**config.mk**
```make
export PLATFORM = sky130hd
export DESIGN_NAME = fbd_frame_buffer_dram_interface
export DESIGN_NICKNAME = d
export VERILOG_FILES = /design/src/hdl/fbd_pkg.sv /design/src/hdl/fbd_frame_buffer_dram_interface.sv
export SDC_FILE = /design/constraint.sdc
export NUM_CORES = 1
export LEC_CHECK = 0
export ABC_AREA = 0
export BUFFER_PORTS_ARGS = -buffer_cell sky130_fd_sc_hd__buf_4
export CAP_MARGIN = 0
export CORE_MARGIN = 4
export CORE_UTILIZATION = 62
export DETAILED_ROUTE_END_ITERATION = 10
export PLACE_DENSITY_LB_ADDON = 0.25
export SLEW_MARGIN = 20
export SYNTH_ARGS = -nofsm -noshare
export SYNTH_HDL_FRONTEND = slang
export SYNTH_SLANG_ARGS = --single-unit
```
**constraint.sdc**
```tcl
create_clock -name clk -period 2.9 [get_ports clk]
set_input_delay 0.87 -clock clk [delete_from_list [all_inputs] [get_ports clk]]
set_output_delay 0.87 -clock clk [all_outputs]
set_load 0.01 [all_outputs]
```
**src/hdl/fbd_pkg.sv**
```systemverilog
// constants and types for the frame buffer dram interface, plus the clock divider
// assumes one system clock clk; every controller pin is synchronised before use
// Operation
// - draw input low marks drawing cycles; qualifies display and write enables
// - dual mode 1 display with read direction low is a window read
// - address latched on strobe; strobe pulses mean an access is running
// - hsync low with draw high under strobe gives row-only refresh
// - hsync low level means end of raster line
// - four active-low write enables from increment mode and address bits 1:0
// - eight frame address outputs multiplexed by increment mode
// - three leftover address bits latched and held for whole cycle
// - shift clock gate low halts shifter, paced by zoom attribute
// - base load in all modes, window load only window screens, dual mode 1
// - display cycle flag high in display cycles, low otherwise
// - draw and read direction decode the cycle type; strobe high is idle
// - divided clock is pixel clock over ratio from divide select
// - zoom and scroll attributes captured from the address bus
// - base load follows slower strobe rate during zoom; the load dot here counts pixel edges whatever the zoom
// - row address shown with row strobe, column address with column strobe
// - divide ratio is 4, 8 or 16
// - refresh asserts only row strobe
// - each scroll dot moves the scrollable load one dot earlier
`timescale 1ns/1ps
package fbd_pkg;
  localparam int ADDR_W = 19;
  localparam int FA_W   = 8;
  localparam int UP_W   = 3;
  // register port
  localparam int        REG_AW     = 2;
  localparam logic [1:0] REG_CTRL   = 2'h0;
  localparam logic [1:0] REG_STATUS = 2'h1;
  localparam int        CTRL_MODE_LSB = 0;
  localparam int        CTRL_WSS_BIT  = 2;
  localparam logic [7:0] CTRL_RESET   = 8'h00;
  // attribute fields on the address bus during a display data phase
  localparam int HZ_LSB  = 8;
  localparam int HSD_LSB = 12;
  // address field positions
  localparam int ROW_HI_LSB = 8;
  localparam int COL_HI_LSB = 3;
  localparam int ROW_LO_LSB = 11;
  localparam int UPPER_LSB  = 16;
  // divider: base ratio shifted by select
  localparam logic [4:0] DIV_BASE    = 5'h04;
  localparam logic [1:0] DIV_SEL_MAX = 2'h2;
  localparam int         MAX_DOT_MHZ_DIV4 = 32;

  typedef enum logic [1:0] {FBD_SINGLE, FBD_DUAL0, FBD_DUAL1} fbd_access_e;
  typedef enum logic [2:0] {
    FBD_NONE, FBD_DRAW_WR, FBD_DRAW_RD, FBD_WINDOW, FBD_BACK, FBD_REFRESH
  } fbd_cycle_e;
endpackage

// divides synchronised pixel edges into the controller clock
module fbd_clock_divider
  import fbd_pkg::*;
(
  // clock and reset
  input  wire logic       clk,
  input  wire logic       reset_n,
  // pixel edge and ratio select
  input  wire logic       pix_edge,
  input  wire logic [1:0] clock_divide_sel,
  // outputs
  output logic            divided_clock_out,
  output logic [4:0]      ratio_last
);
  logic [1:0] sel_eff;
  logic [4:0] ratio;
  logic [3:0] half_last;
  logic [3:0] cnt;

  // select 3 is not a legal ratio; it falls back to 16
  assign sel_eff   = (clock_divide_sel > DIV_SEL_MAX) ? DIV_SEL_MAX : clock_divide_sel;
  assign ratio     = DIV_BASE << sel_eff;
  assign half_last = 4'((ratio >> 1) - 5'h01);

  // toggle every half ratio of pixel edges
  always_ff @(posedge clk or negedge reset_n) begin
    if (!reset_n) begin
      cnt               <= 4'h0;
      divided_clock_out <= 1'b0;
      ratio_last        <= 5'h03;
    end else begin
      ratio_last <= ratio - 5'h01;
      if (pix_edge) begin
        if (cnt >= half_last) begin
          cnt               <= 4'h0;
          divided_clock_out <= ~divided_clock_out;
        end else begin
          cnt <= cnt + 4'h1;
        end
      end
    end
  end
endmodule

```
**src/hdl/fbd_frame_buffer_dram_interface.sv**
```systemverilog
// frame buffer dram interface: cycle decode, address mux, dram strobes, shift loads
// assumes controller pins are asynchronous to clk and the pixel clock is below clk/2
//
// The implementer's own choices: the plain strobed port and the register addresses.
`timescale 1ns/1ps
module fbd_frame_buffer_dram_interface
  import fbd_pkg::*;
(
  // clock and reset
  input  wire logic              clk,
  input  wire logic              reset_n,
  // controller pins
  input  wire logic              addr_strobe_n,
  input  wire logic              cycle_phase_in,
  input  wire logic              draw_n,
  input  wire logic              read_direction_in,
  input  wire logic              hsync_n,
  input  wire logic [ADDR_W-1:0] ctrl_address_bus,
  input  wire logic [1:0]        increment_mode_sel,
  input  wire logic [1:0]        clock_divide_sel,
  input  wire logic              pixel_clock_in,
  // register port
  input  wire logic [REG_AW-1:0] reg_addr,
  input  wire logic [7:0]        reg_wdata,
  input  wire logic              reg_write,
  input  wire logic              reg_read,
  output logic [7:0]             reg_rdata,
  // dram side
  output logic [FA_W-1:0]        frame_address_out,
  output logic [UP_W-1:0]        upper_address_out,
  output logic                   row_strobe_n,
  output logic                   col_strobe_n,
  output logic                   output_enable_n,
  output logic [3:0]             bank_write_enable_n,
  // video side
  output logic                   divided_clock_out,
  output logic                   shift_clock_gate,
  output logic                   base_shift_load_n,
  output logic                   window_shift_load_n,
  output logic                   display_cycle_flag
);
  localparam int PIN_W = ADDR_W + 10;

  typedef enum logic [1:0] {FBD_IDLE, FBD_ROW, FBD_COL} fbd_state_e;

  // synchroniser stages: stage one feeds stage two only
  logic [PIN_W-1:0]  pin_raw;
  logic [PIN_W-1:0]  pin_s1;
  logic [PIN_W-1:0]  pin_s2;
  logic              pix_prev;
  logic              as_prev;
  // synchronised views
  logic              as_s;
  logic              phase_s;
  logic              draw_s;
  logic              rd_s;
  logic              hsync_s;
  logic [ADDR_W-1:0] addr_s;
  logic [1:0]        im_s;
  logic [1:0]        cdm_s;
  logic              pix_s;
  // control and state
  logic [7:0]        ctrl;
  fbd_state_e        state;
  fbd_state_e        next_state;
  fbd_cycle_e        cyc_type;
  fbd_cycle_e        dec_type;
  fbd_cycle_e        cur_type;
  logic [ADDR_W-1:0] addr_q;
  logic [ADDR_W-1:0] cur_addr;
  logic [3:0]        zoom_attr;
  logic [3:0]        scroll_dot_attr;
  logic [3:0]        zoom_cnt;
  logic [4:0]        dot_cnt;
  logic [4:0]        ratio_last;
  logic              phase_prev;
  // decode wires
  logic              as_fall;
  logic              pix_edge;
  logic              is_disp;
  logic              is_read;
  logic              cur_disp;
  logic              attr_take;
  fbd_access_e       acc_mode;
  logic              wss;
  logic [FA_W-1:0]   row_addr;
  logic [FA_W-1:0]   col_addr;
  logic [UP_W-1:0]   up_addr;
  logic [3:0]        we_pattern;
  logic [4:0]        scroll_tgt;
  logic [4:0]        base_tgt;
  logic [4:0]        win_tgt;
  logic              base_hit;
  logic              win_hit;
  logic              next_ras_n;
  logic              next_cas_n;
  logic              next_oe_n;
  logic [3:0]        next_we_n;
  logic [FA_W-1:0]   next_fa;
  logic              next_disp;
  logic [7:0]        next_rdata;

  assign pin_raw = {pixel_clock_in, clock_divide_sel, increment_mode_sel, ctrl_address_bus,
                    hsync_n, read_direction_in, draw_n, cycle_phase_in, addr_strobe_n};
  assign as_s    = pin_s2[0];
  assign phase_s = pin_s2[1];
  assign draw_s  = pin_s2[2];
  assign rd_s    = pin_s2[3];
  assign hsync_s = pin_s2[4];
  assign addr_s  = pin_s2[5 +: ADDR_W];
  assign im_s    = pin_s2[ADDR_W+5 +: 2];
  assign cdm_s   = pin_s2[ADDR_W+7 +: 2];
  assign pix_s   = pin_s2[ADDR_W+9];

  // two-stage synchroniser for every pin input
  always_ff @(posedge clk or negedge reset_n) begin
    if (!reset_n) begin
      pin_s1 <= '1;
      pin_s2 <= '1;
    end else begin
      pin_s1 <= pin_raw;
      pin_s2 <= pin_s1;
    end
  end

  // edge detectors look only at the second stage
  always_ff @(posedge clk or negedge reset_n) begin
    if (!reset_n) begin
      pix_prev   <= 1'b1; // matches synchroniser reset, no false edge
      as_prev    <= 1'b1;
      phase_prev <= 1'b1;
    end else begin
      pix_prev   <= pix_s;
      as_prev    <= as_s;
      phase_prev <= phase_s;
    end
  end

  assign as_fall  = as_prev & ~as_s;
  assign pix_edge = pix_s & ~pix_prev;
  assign acc_mode = fbd_access_e'(ctrl[CTRL_MODE_LSB +: 2]);
  assign wss      = ctrl[CTRL_WSS_BIT];

  // cycle decode from sync, draw and read direction
  always_comb begin
    if (!hsync_s && draw_s) begin
      dec_type = FBD_REFRESH;
    end else if (!draw_s) begin
      dec_type = rd_s ? FBD_DRAW_RD : FBD_DRAW_WR;
    end else begin
      dec_type = rd_s ? FBD_BACK : FBD_WINDOW;
    end
  end

  // the new cycle is visible in its first output cycle
  assign cur_type = as_fall ? dec_type : cyc_type;
  assign cur_addr = as_fall ? addr_s : addr_q;
  assign is_disp  = (cyc_type == FBD_WINDOW) || (cyc_type == FBD_BACK);
  assign cur_disp = (cur_type == FBD_WINDOW) || (cur_type == FBD_BACK);
  // window display is a read even with read direction low
  assign is_read  = (cur_type != FBD_DRAW_WR) && (cur_type != FBD_REFRESH);

  // address mux: mode 0 keeps high bits upper, others keep low bits for banking
  assign row_addr = (im_s == 2'h0) ? cur_addr[ROW_HI_LSB +: FA_W]
                                   : cur_addr[ROW_LO_LSB +: FA_W];
  assign col_addr = (im_s == 2'h0) ? cur_addr[0 +: FA_W]
                                   : cur_addr[COL_HI_LSB +: FA_W];
  assign up_addr  = (im_s == 2'h0) ? cur_addr[UPPER_LSB +: UP_W]
                                   : cur_addr[0 +: UP_W];

  // bank write enables: all, pair by bit 0, or one of four by bits 1:0
  always_comb begin
    case (im_s)
      2'h0:    we_pattern = 4'h0;
      2'h1:    we_pattern = cur_addr[0] ? 4'h3 : 4'hC;
      default: we_pattern = ~(4'h1 << cur_addr[1:0]);
    endcase
  end

  // access sequencer: row phase, then column phase on the data phase
  always_comb begin
    next_state = state;
    case (state)
      FBD_IDLE: if (as_fall) next_state = FBD_ROW;
      FBD_ROW: begin
        if (as_s) begin
          next_state = FBD_IDLE;
        end else if (phase_s && cyc_type != FBD_REFRESH) begin
          next_state = FBD_COL;
        end
      end
      FBD_COL: if (as_s) next_state = FBD_IDLE;
      default: next_state = FBD_IDLE;
    endcase
  end

  // strobe levels derived from the coming state so outputs stay registered
  assign next_ras_n = (next_state == FBD_IDLE);
  assign next_cas_n = (next_state != FBD_COL);
  assign next_oe_n  = !((next_state == FBD_COL) && is_read);
  assign next_we_n  = ((next_state == FBD_COL) && (cur_type == FBD_DRAW_WR) && !draw_s)
                      ? we_pattern : 4'hF;
  assign next_fa    = (next_state == FBD_COL) ? col_addr : row_addr;
  assign next_disp  = (next_state != FBD_IDLE) && cur_disp;

  always_ff @(posedge clk or negedge reset_n) begin
    if (!reset_n) begin
      state    <= FBD_IDLE;
      cyc_type <= FBD_NONE;
      addr_q   <= '0;
    end else begin
      state <= next_state;
      if (as_fall) begin
        cyc_type <= dec_type;
        addr_q   <= addr_s;
      end
    end
  end

  // dram output flops
  always_ff @(posedge clk or negedge reset_n) begin
    if (!reset_n) begin
      row_strobe_n        <= 1'b1;
      col_strobe_n        <= 1'b1;
      output_enable_n     <= 1'b1;
      bank_write_enable_n <= 4'hF;
      frame_address_out   <= '0;
      upper_address_out   <= '0;
      display_cycle_flag  <= 1'b0;
    end else begin
      row_strobe_n        <= next_ras_n;
      col_strobe_n        <= next_cas_n;
      output_enable_n     <= next_oe_n;
      bank_write_enable_n <= next_we_n;
      frame_address_out   <= next_fa;
      display_cycle_flag  <= next_disp;
      if (as_fall) upper_address_out <= up_addr;
    end
  end

  // attributes ride the bus in a display data phase
  assign attr_take = is_disp && (state != FBD_IDLE) && phase_s && !phase_prev;

  always_ff @(posedge clk or negedge reset_n) begin
    if (!reset_n) begin
      zoom_attr       <= 4'h0;
      scroll_dot_attr <= 4'h0;
    end else if (attr_take) begin
      zoom_attr       <= addr_s[HZ_LSB +: 4];
      scroll_dot_attr <= addr_s[HSD_LSB +: 4];
    end
  end

  // zoom pacing: shifter runs one dot in every zoom_attr+1
  always_ff @(posedge clk or negedge reset_n) begin
    if (!reset_n) begin
      zoom_cnt         <= 4'h0;
      shift_clock_gate <= 1'b1;
    end else begin
      if (pix_edge) begin
        zoom_cnt <= (zoom_cnt >= zoom_attr) ? 4'h0 : zoom_cnt + 4'h1;
      end
      shift_clock_gate <= (zoom_cnt == 4'h0);
    end
  end

  // dot position within a display cycle restarts on every strobe and counts pixel edges up to 31, whatever the zoom
  always_ff @(posedge clk or negedge reset_n) begin
    if (!reset_n) begin
      dot_cnt <= 5'h00;
    end else if (as_fall) begin
      dot_cnt <= 5'h00;
    end else if (pix_edge && dot_cnt != 5'h1F) begin
      dot_cnt <= dot_cnt + 5'h01;
    end
  end

  // scroll moves the load earlier, one dot per step; clamps at the first dot
  assign scroll_tgt = ({1'b0, scroll_dot_attr} > ratio_last) ? 5'h00
                      : ratio_last - {1'b0, scroll_dot_attr};
  assign base_tgt   = (acc_mode == FBD_DUAL1 && wss) ? ratio_last : scroll_tgt;
  assign win_tgt    = (acc_mode == FBD_DUAL1 && !wss) ? ratio_last : scroll_tgt;
  assign base_hit   = is_disp && (state != FBD_IDLE) && pix_edge && dot_cnt == base_tgt;
  assign win_hit    = (cyc_type == FBD_WINDOW) && (acc_mode == FBD_DUAL1)
                      && (state != FBD_IDLE) && pix_edge && dot_cnt == win_tgt;

  // load pulses last one clk
  always_ff @(posedge clk or negedge reset_n) begin
    if (!reset_n) begin
      base_shift_load_n   <= 1'b1;
      window_shift_load_n <= 1'b1;
    end else begin
      base_shift_load_n   <= !base_hit;
      window_shift_load_n <= !win_hit;
    end
  end

  fbd_clock_divider u_div (
    .clk               (clk),
    .reset_n           (reset_n),
    .pix_edge          (pix_edge),
    .clock_divide_sel  (cdm_s),
    .divided_clock_out (divided_clock_out),
    .ratio_last        (ratio_last)
  );

  // register port: control steers load modes, status shows live cycle
  assign next_rdata = (reg_addr == REG_CTRL)   ? ctrl
                    : (reg_addr == REG_STATUS) ? {1'b0, state != FBD_IDLE, 1'b0,
                                                  hsync_s, 1'b0, cyc_type}
                    : 8'h00;

  always_ff @(posedge clk or negedge reset_n) begin
    if (!reset_n) begin
      ctrl      <= CTRL_RESET;
      reg_rdata <= 8'h00;
    end else begin
      if (reg_write && reg_addr == REG_CTRL) ctrl <= reg_wdata;
      reg_rdata <= reg_read ? next_rdata : 8'h00;
    end
  end
endmodule

```
## Word level (Yosys, flattened, before mapping)

Index checks and enable logic that the tools add are counted.

- Bits in registers: 150
- Input port bits: 43
- Output and inout port bits: 31
- Logic and storage cells: 130

- Add/sub/neg operators: 6
- $lt $le $gt $ge: 4
- Equal/unequal tests: 18
- Shift-type cells: 2
- Mux-type cells: 29
- Bitwise gates (word level): 6
- Reduce and logical (&&, ||, !) cells: 38

Operator list:

| cell | number |
|---|---|
| 2-to-1 mux 8 bit | 5 |
| 2-to-1 mux 5 bit | 5 |
| logical AND 1 bit | 20 |
| 2-to-1 mux 19 bit | 1 |
| 2-to-1 mux 4 bit | 4 |
| 2-to-1 mux 3 bit | 5 |
| 2-to-1 mux 2 bit | 6 |
| equality test 5 bit | 2 |
| adder 4 x 1 -> 4 bit, second input constant | 2 |
| >= comparator 4 bit | 2 |
| logical NOT 2 bit | 4 |
| one-hot mux 4 bit (2 select lines) | 1 |
| logical NOT 1 bit | 7 |
| 2-to-1 mux 7 bit | 1 |
| equality test 2 x 1 -> 1 bit, second input constant | 3 |
| equality test 2 bit, second input constant | 3 |
| equality test 3 x 2 -> 1 bit, second input constant | 2 |
| equality test 3 bit, second input constant | 2 |
| != test 3 bit, second input constant | 2 |
| one-hot mux 2 bit (3 select lines) | 1 |
| nonzero test 2 bit | 3 |
| adder 5 x 1 -> 5 bit, second input constant | 1 |
| greater-than comparator 4 x 5 -> 1 bit | 1 |
| != test 5 bit, second input constant | 1 |
| other kinds (15) | 19 |

## Logic depth before layout (Yosys ltp)

- Depth in word-level cells: 9
- Mapped depth: 8
- Mapped depth without buffers: 8

## By module

From an unflattened synthesis, not the netlist that was laid out.

- Cell total of the unflattened synthesis: 483
- Area total of the unflattened synthesis: 5963.2 µm²

By module, submodules not included:

| module | instances | cells each | area each (µm²) |
|---|---|---|---|
| fbd_frame_buffer_dram_interface | 1 | 441 | 5521.5 |
| fbd_clock_divider | 1 | 42 | 441.7 |

## Least setup slack after synthesis

OpenSTA, ideal clock, no wires.

- Path type: input-to-reg
- Start: in reg_addr[0]
- End: reg ctrl[0]
- Setup time: 125 ps
- Arrival time: 1973 ps
- Required time: 2775 ps
- Slack: 802 ps
- Stages: 5
- Path buffers: 2
- Cells stage by stage: clkbuf_1 > nor2_1 > and2_1 > clkbuf_1 > mux2_2

- Cells in the longest elaborated chain, start to end: 2

RTL lines:

| element | line | RTL |
|---|---|---|
| start: declaration | fbd_frame_buffer_dram_interface.sv:23 | `input wire logic [REG_AW-1:0] reg_addr,` |
| logical NOT 2 bit | fbd_frame_buffer_dram_interface.sv:318 | `if (reg_write && reg_addr == REG_CTRL) ctrl <= reg_wdata;` |
| logical AND 1 bit | fbd_frame_buffer_dram_interface.sv:318 |  |
| end signal: assignment | fbd_frame_buffer_dram_interface.sv:318 |  |
| end: declaration | fbd_frame_buffer_dram_interface.sv:63 | `logic [7:0] ctrl;` |

No other way between the ends.
A chain may end at the register's enable or synchronous reset.

## Worst setup path after layout

- Start: reg pin_s2[27]
- End: reg u_div.cnt[3]

- Cells in the longest elaborated chain, start to end: 6

RTL lines:

| element | line | RTL |
|---|---|---|
| start: declaration | fbd_frame_buffer_dram_interface.sv:49 | `logic [PIN_W-1:0] pin_s2;` |
| start signal: assignment | fbd_frame_buffer_dram_interface.sv:122 | `pin_s2 <= pin_s1;` |
| greater-than comparator 2 bit | fbd_pkg.sv:74 | `assign sel_eff = (clock_divide_sel > DIV_SEL_MAX) ? DIV_SEL_MAX : clock_divide_sel;` |
| 2-to-1 mux 2 bit (*) | fbd_pkg.sv:74 |  |
| << shifter 3 x 2 -> 5 bit (*) | fbd_pkg.sv:75 | `assign ratio = DIV_BASE << sel_eff;` |
| subtractor 4 x 1 -> 4 bit (*) | fbd_pkg.sv:76 | `assign half_last = 4'((ratio >> 1) - 5'h01);` |
| net u_div.half_last[1] | fbd_pkg.sv:70 | `logic [3:0] half_last;` |
| >= comparator 4 bit (*) | fbd_pkg.sv:87 | `if (cnt >= half_last) begin` |
| 2-to-1 mux 4 bit (*) | fbd_pkg.sv:87 |  |
| end signal: assignment | fbd_pkg.sv:91 | `cnt <= cnt + 4'h1;` |
| end: declaration | fbd_pkg.sv:71 | `logic [3:0] cnt;` |

Mark *: on every way through the listed nets, which the timed path passes. The rest lies on a longest branch.

==> impl_metrics.py <==
metrics = {
    "critical_path": {
        "critPathCapture": "u_div.cnt[3]",
        "crit_chain": "or2_2 > inv_1 > ha_1 > a21o_1 > a21o_1 > a21oi_1 > a21oi_1 > o21ai_0",
        "worstPathRequired_ps": 3340,
        "cpPeakStageDelay_ps": 540,
        "cp_data_arrival_time_ps": 2520,
        "timing_worst_setup_path_type": "reg2reg",
        "start_kind": "flip-flop",
        "cp_max_fo": 7,
        "crit_start": "pin_s2[27]",
        "r2r_start": "pin_s2[27]",
        "r2r_cells": 8,
        "crit_path_top_delay_cell": "dfstp_2",
        "end_kind": "flip-flop",
        "rr_endpoint": "u_div.cnt[3]",
        "reg2reg_setup_slack_ps": 820,
    },
    "logic_synthesis": {
        "synth_top_area_share_pct": 33.2,
        "synthCells": 462,
        "yosysTopAreaCell": "dfrtp_1",
        "syn_area_per_cell_sq_um": 12.6,
        "synth-edff-count": 0,
        "syn_area_sq_um": 5800,
        "synth_flop_cell": "dfrtp_1",
        "ys_seq_area_share_pct": 65.4,
        "ys_async_sr_fraction_pct": 100,
        "synth_cell_types": 55,
        "yosysWarnings": 0,
        "ys_top_cells_by_area": "dfrtp_1 (33%), dfstp_2 (32%), mux2_2 (3.7%)",
        "syn-num-nets": 520,
        "synth-seq-cells": 148,
    },
    "grt": {
        "grt_pass1_wl_um": 18300,
        "grt_pass1_vias": 3786,
        "gr-total-overflow": 0,
        "antenna_found_initial": 0,
        "grt_max_degree": 95,
        "grtUsageTotal_pct": 21.2,
    },
    "cts": {
        "cts.sinks": 148,
        "cts_setup_buffers": 0,
        "clk_pin_slew_ps": 60,
        "cts_tree": "done",
        "cts.repair.resized": 0,
        "clock_path_buffers": 2,
        "clk_latency_ps": 520,
        "postCtsHoldBufs": 0,
        "cts_made_buffers": 17,
        "htree_levels": 4,
        "cts_root_buf": "clkbuf_8",
    },
    "finish": {
        "multi_input_area_sq_um": 1830,
        "final_cell_mix": "dfrtp_1 (77), buf_4 (75), dfstp_2 (71)",
        "nFillCells": 563,
        "final_nets": 600,
        "final_common_cell": "dfrtp_1",
        "seq_area_sq_um": 3790,
        "drive_above_1_share_pct": 38.4,
        "antenna_cells": 0,
        "areaGrowthSynthToFinish_pct": 20.9,
    },
    "power_and_ir_drop": {
        "p_int_mw": 4.06,
        "power_frac_clock_pct": 37.0,
        "p_sw_mw": 1.54,
        "pwr-share-comb_pct": 17.3,
        "sequentialPowerShare_pct": 45.7,
        "sw_frac_of_total_pct": 27.5,
        "p_leak_nw": 3.23,
        "power_density_nw_per_um2": 798,
        "ir_drop_uv": 518,
    },
    "timing": {
        "fmax_ghz": 0.480,
        "slew_viol_final": 0,
        "hold_viol": 0,
        "setup_viol": 0,
        "final.setup_skew_ps": 7.24,
        "rsz0062_at_grt": "no",
        "post-route-min-period_ps": 2080,
        "finalWorstSetupSlack_ps": 818,
        "finalCritPeriodShare_pct": 71.8,
        "max_slew.worst_pin.slew_ps": 731,
        "relSlewSlack_pct": 51.2,
        "setup_tns_ps": 0,
    },
    "die": {
        "io_pins": 74,
        "initial_core_util_pct": 63.1,
        "rows": 35,
        "core_sq_um": 9200,
        "dieArea_sq_um": 11000,
        "dieHeight_um": 105,
        "die_w_um": 105,
    },
    "route": {
        "via_count": 3670,
        "first_iter_violations": 190,
        "wl_per_cell_um": 16.2,
        "routed_via_density": 5.51,
        "dr.pass1.iters": 4,
        "drc": 0,
        "wirelength_um": 10800,
        "ant_nets": 0,
    },
    "run": {
        "max-cap-violations": 0,
    },
    "min_path": {
        "hp-class": "in2async",
    },
    "placed_design": {
        "port_buffers": 73,
        "hpwl_um": 7120,
        "gp_congestion": 0.783,
        "place_ws_ps": 830,
    },
    "outcome": {
        "status": "finished, final reports clean",
    },
}
## layer usage
layer	global-route usage (%)	wire, um	up-vias
met5	0	0	-
met4	8.90	216	0
met3	5.06	421	19
met2	36.1	5730	87
met1	26.1	4430	1846
li1	-	-	1718
## synthesized netlist by cell type (all sizes together) (3+ instances only)
cell type / count
or3: 7
a31oi: 3
clkbuf: 10
o211ai: 5
nand2: 46
xnor2: 4
ha: 15
mux2i: 13
a21o: 7
dfrtp: 77
o21ai: 25
nand2b: 6
xor2: 8
nand4: 3
nor3b: 3
o31ai: 6
nor2: 41
nor3: 6
buf: 6
inv: 24
nand3: 6
mux2: 23
dfstp: 71
a21oi: 18
and3: 5
## registers in the layout, indices dropped and copies added, names as in the netlist, 4 cells and up
register             flops
bank_write_enable_n      4
scroll_dot_attr          4
u_div.cnt                4
pin_s1                  29
dot_cnt                  5
pin_s2                  29
zoom_cnt                 4
addr_q                  19
ctrl                     8
reg_rdata                8
frame_address_out        8
zoom_attr                4
## layout make-up
| type | count | share of cell area, % |
|---|---|---|
| clock inverters | 9 | 0.945 |
| repair buffers | 77 | 8.47 |
| flip-flops and latches | 148 | 54.0 |
| inverters | 24 | 1.28 |
| multi-input cells | 274 | 26.0 |
| clock buffers | 23 | 7.27 |
| well taps | 111 | 1.98 |
## worst max-delay path: cells and delay by family, from the launching register on
kind                     cells  cell delay [ps]
AO/OA/AOI/OAI                5             1040
AND/OR/NAND/NOR              1              120
adder cells (fa/ha/maj)      1              270
buffers and inverters        1               40
flip-flops                   1              540
## power by group through the flow
stage	clock (mW)	sequential [mW]	combinational, mW
2_1_floorplan	0	2.55	0.631
3_3_place_gp	0	2.57	0.892
3_5_place_dp	0	2.58	0.950
4_1_cts	2.10	2.56	0.975
5_1_grt	2.20	2.59	1.09
6_report	2.07	2.56	0.969
## metrics by stage
stage,area [sq um],hold slack [ps],std cells,utilization (%),power (mW)
finish,7020,120,666,76.3,5.60
global route,7020,109,666,76.3,5.88
CTS,7020,106,666,76.3,5.63
detailed placement,6440,347,634,70.0,3.53
global placement,6440,345,634,70.0,3.46
floorplan,5800,345,462,-,3.18
## worst min-delay path by stage
stage / endpoint / cells past startpoint
2_1_floorplan: pin_s2[0] / 0
3_3_place_gp: pin_s2[7] / 0
3_5_place_dp: pin_s2[5] / 0
4_1_cts: reg_rdata[3] / 1
5_1_grt: reg_rdata[7] / 1
6_report: reg_rdata[3] / 1
## cells by family after synthesis
family | share of synthesized area [%]
mux | 6.90
xor+xnor | 1.81
fa+ha+maj | 3.23
simple gates | 11.3
buf+inv | 3.23
flops | 65.4
other cells | 0.129
compound gates | 8.06
(Power assumes the default switching activity.)
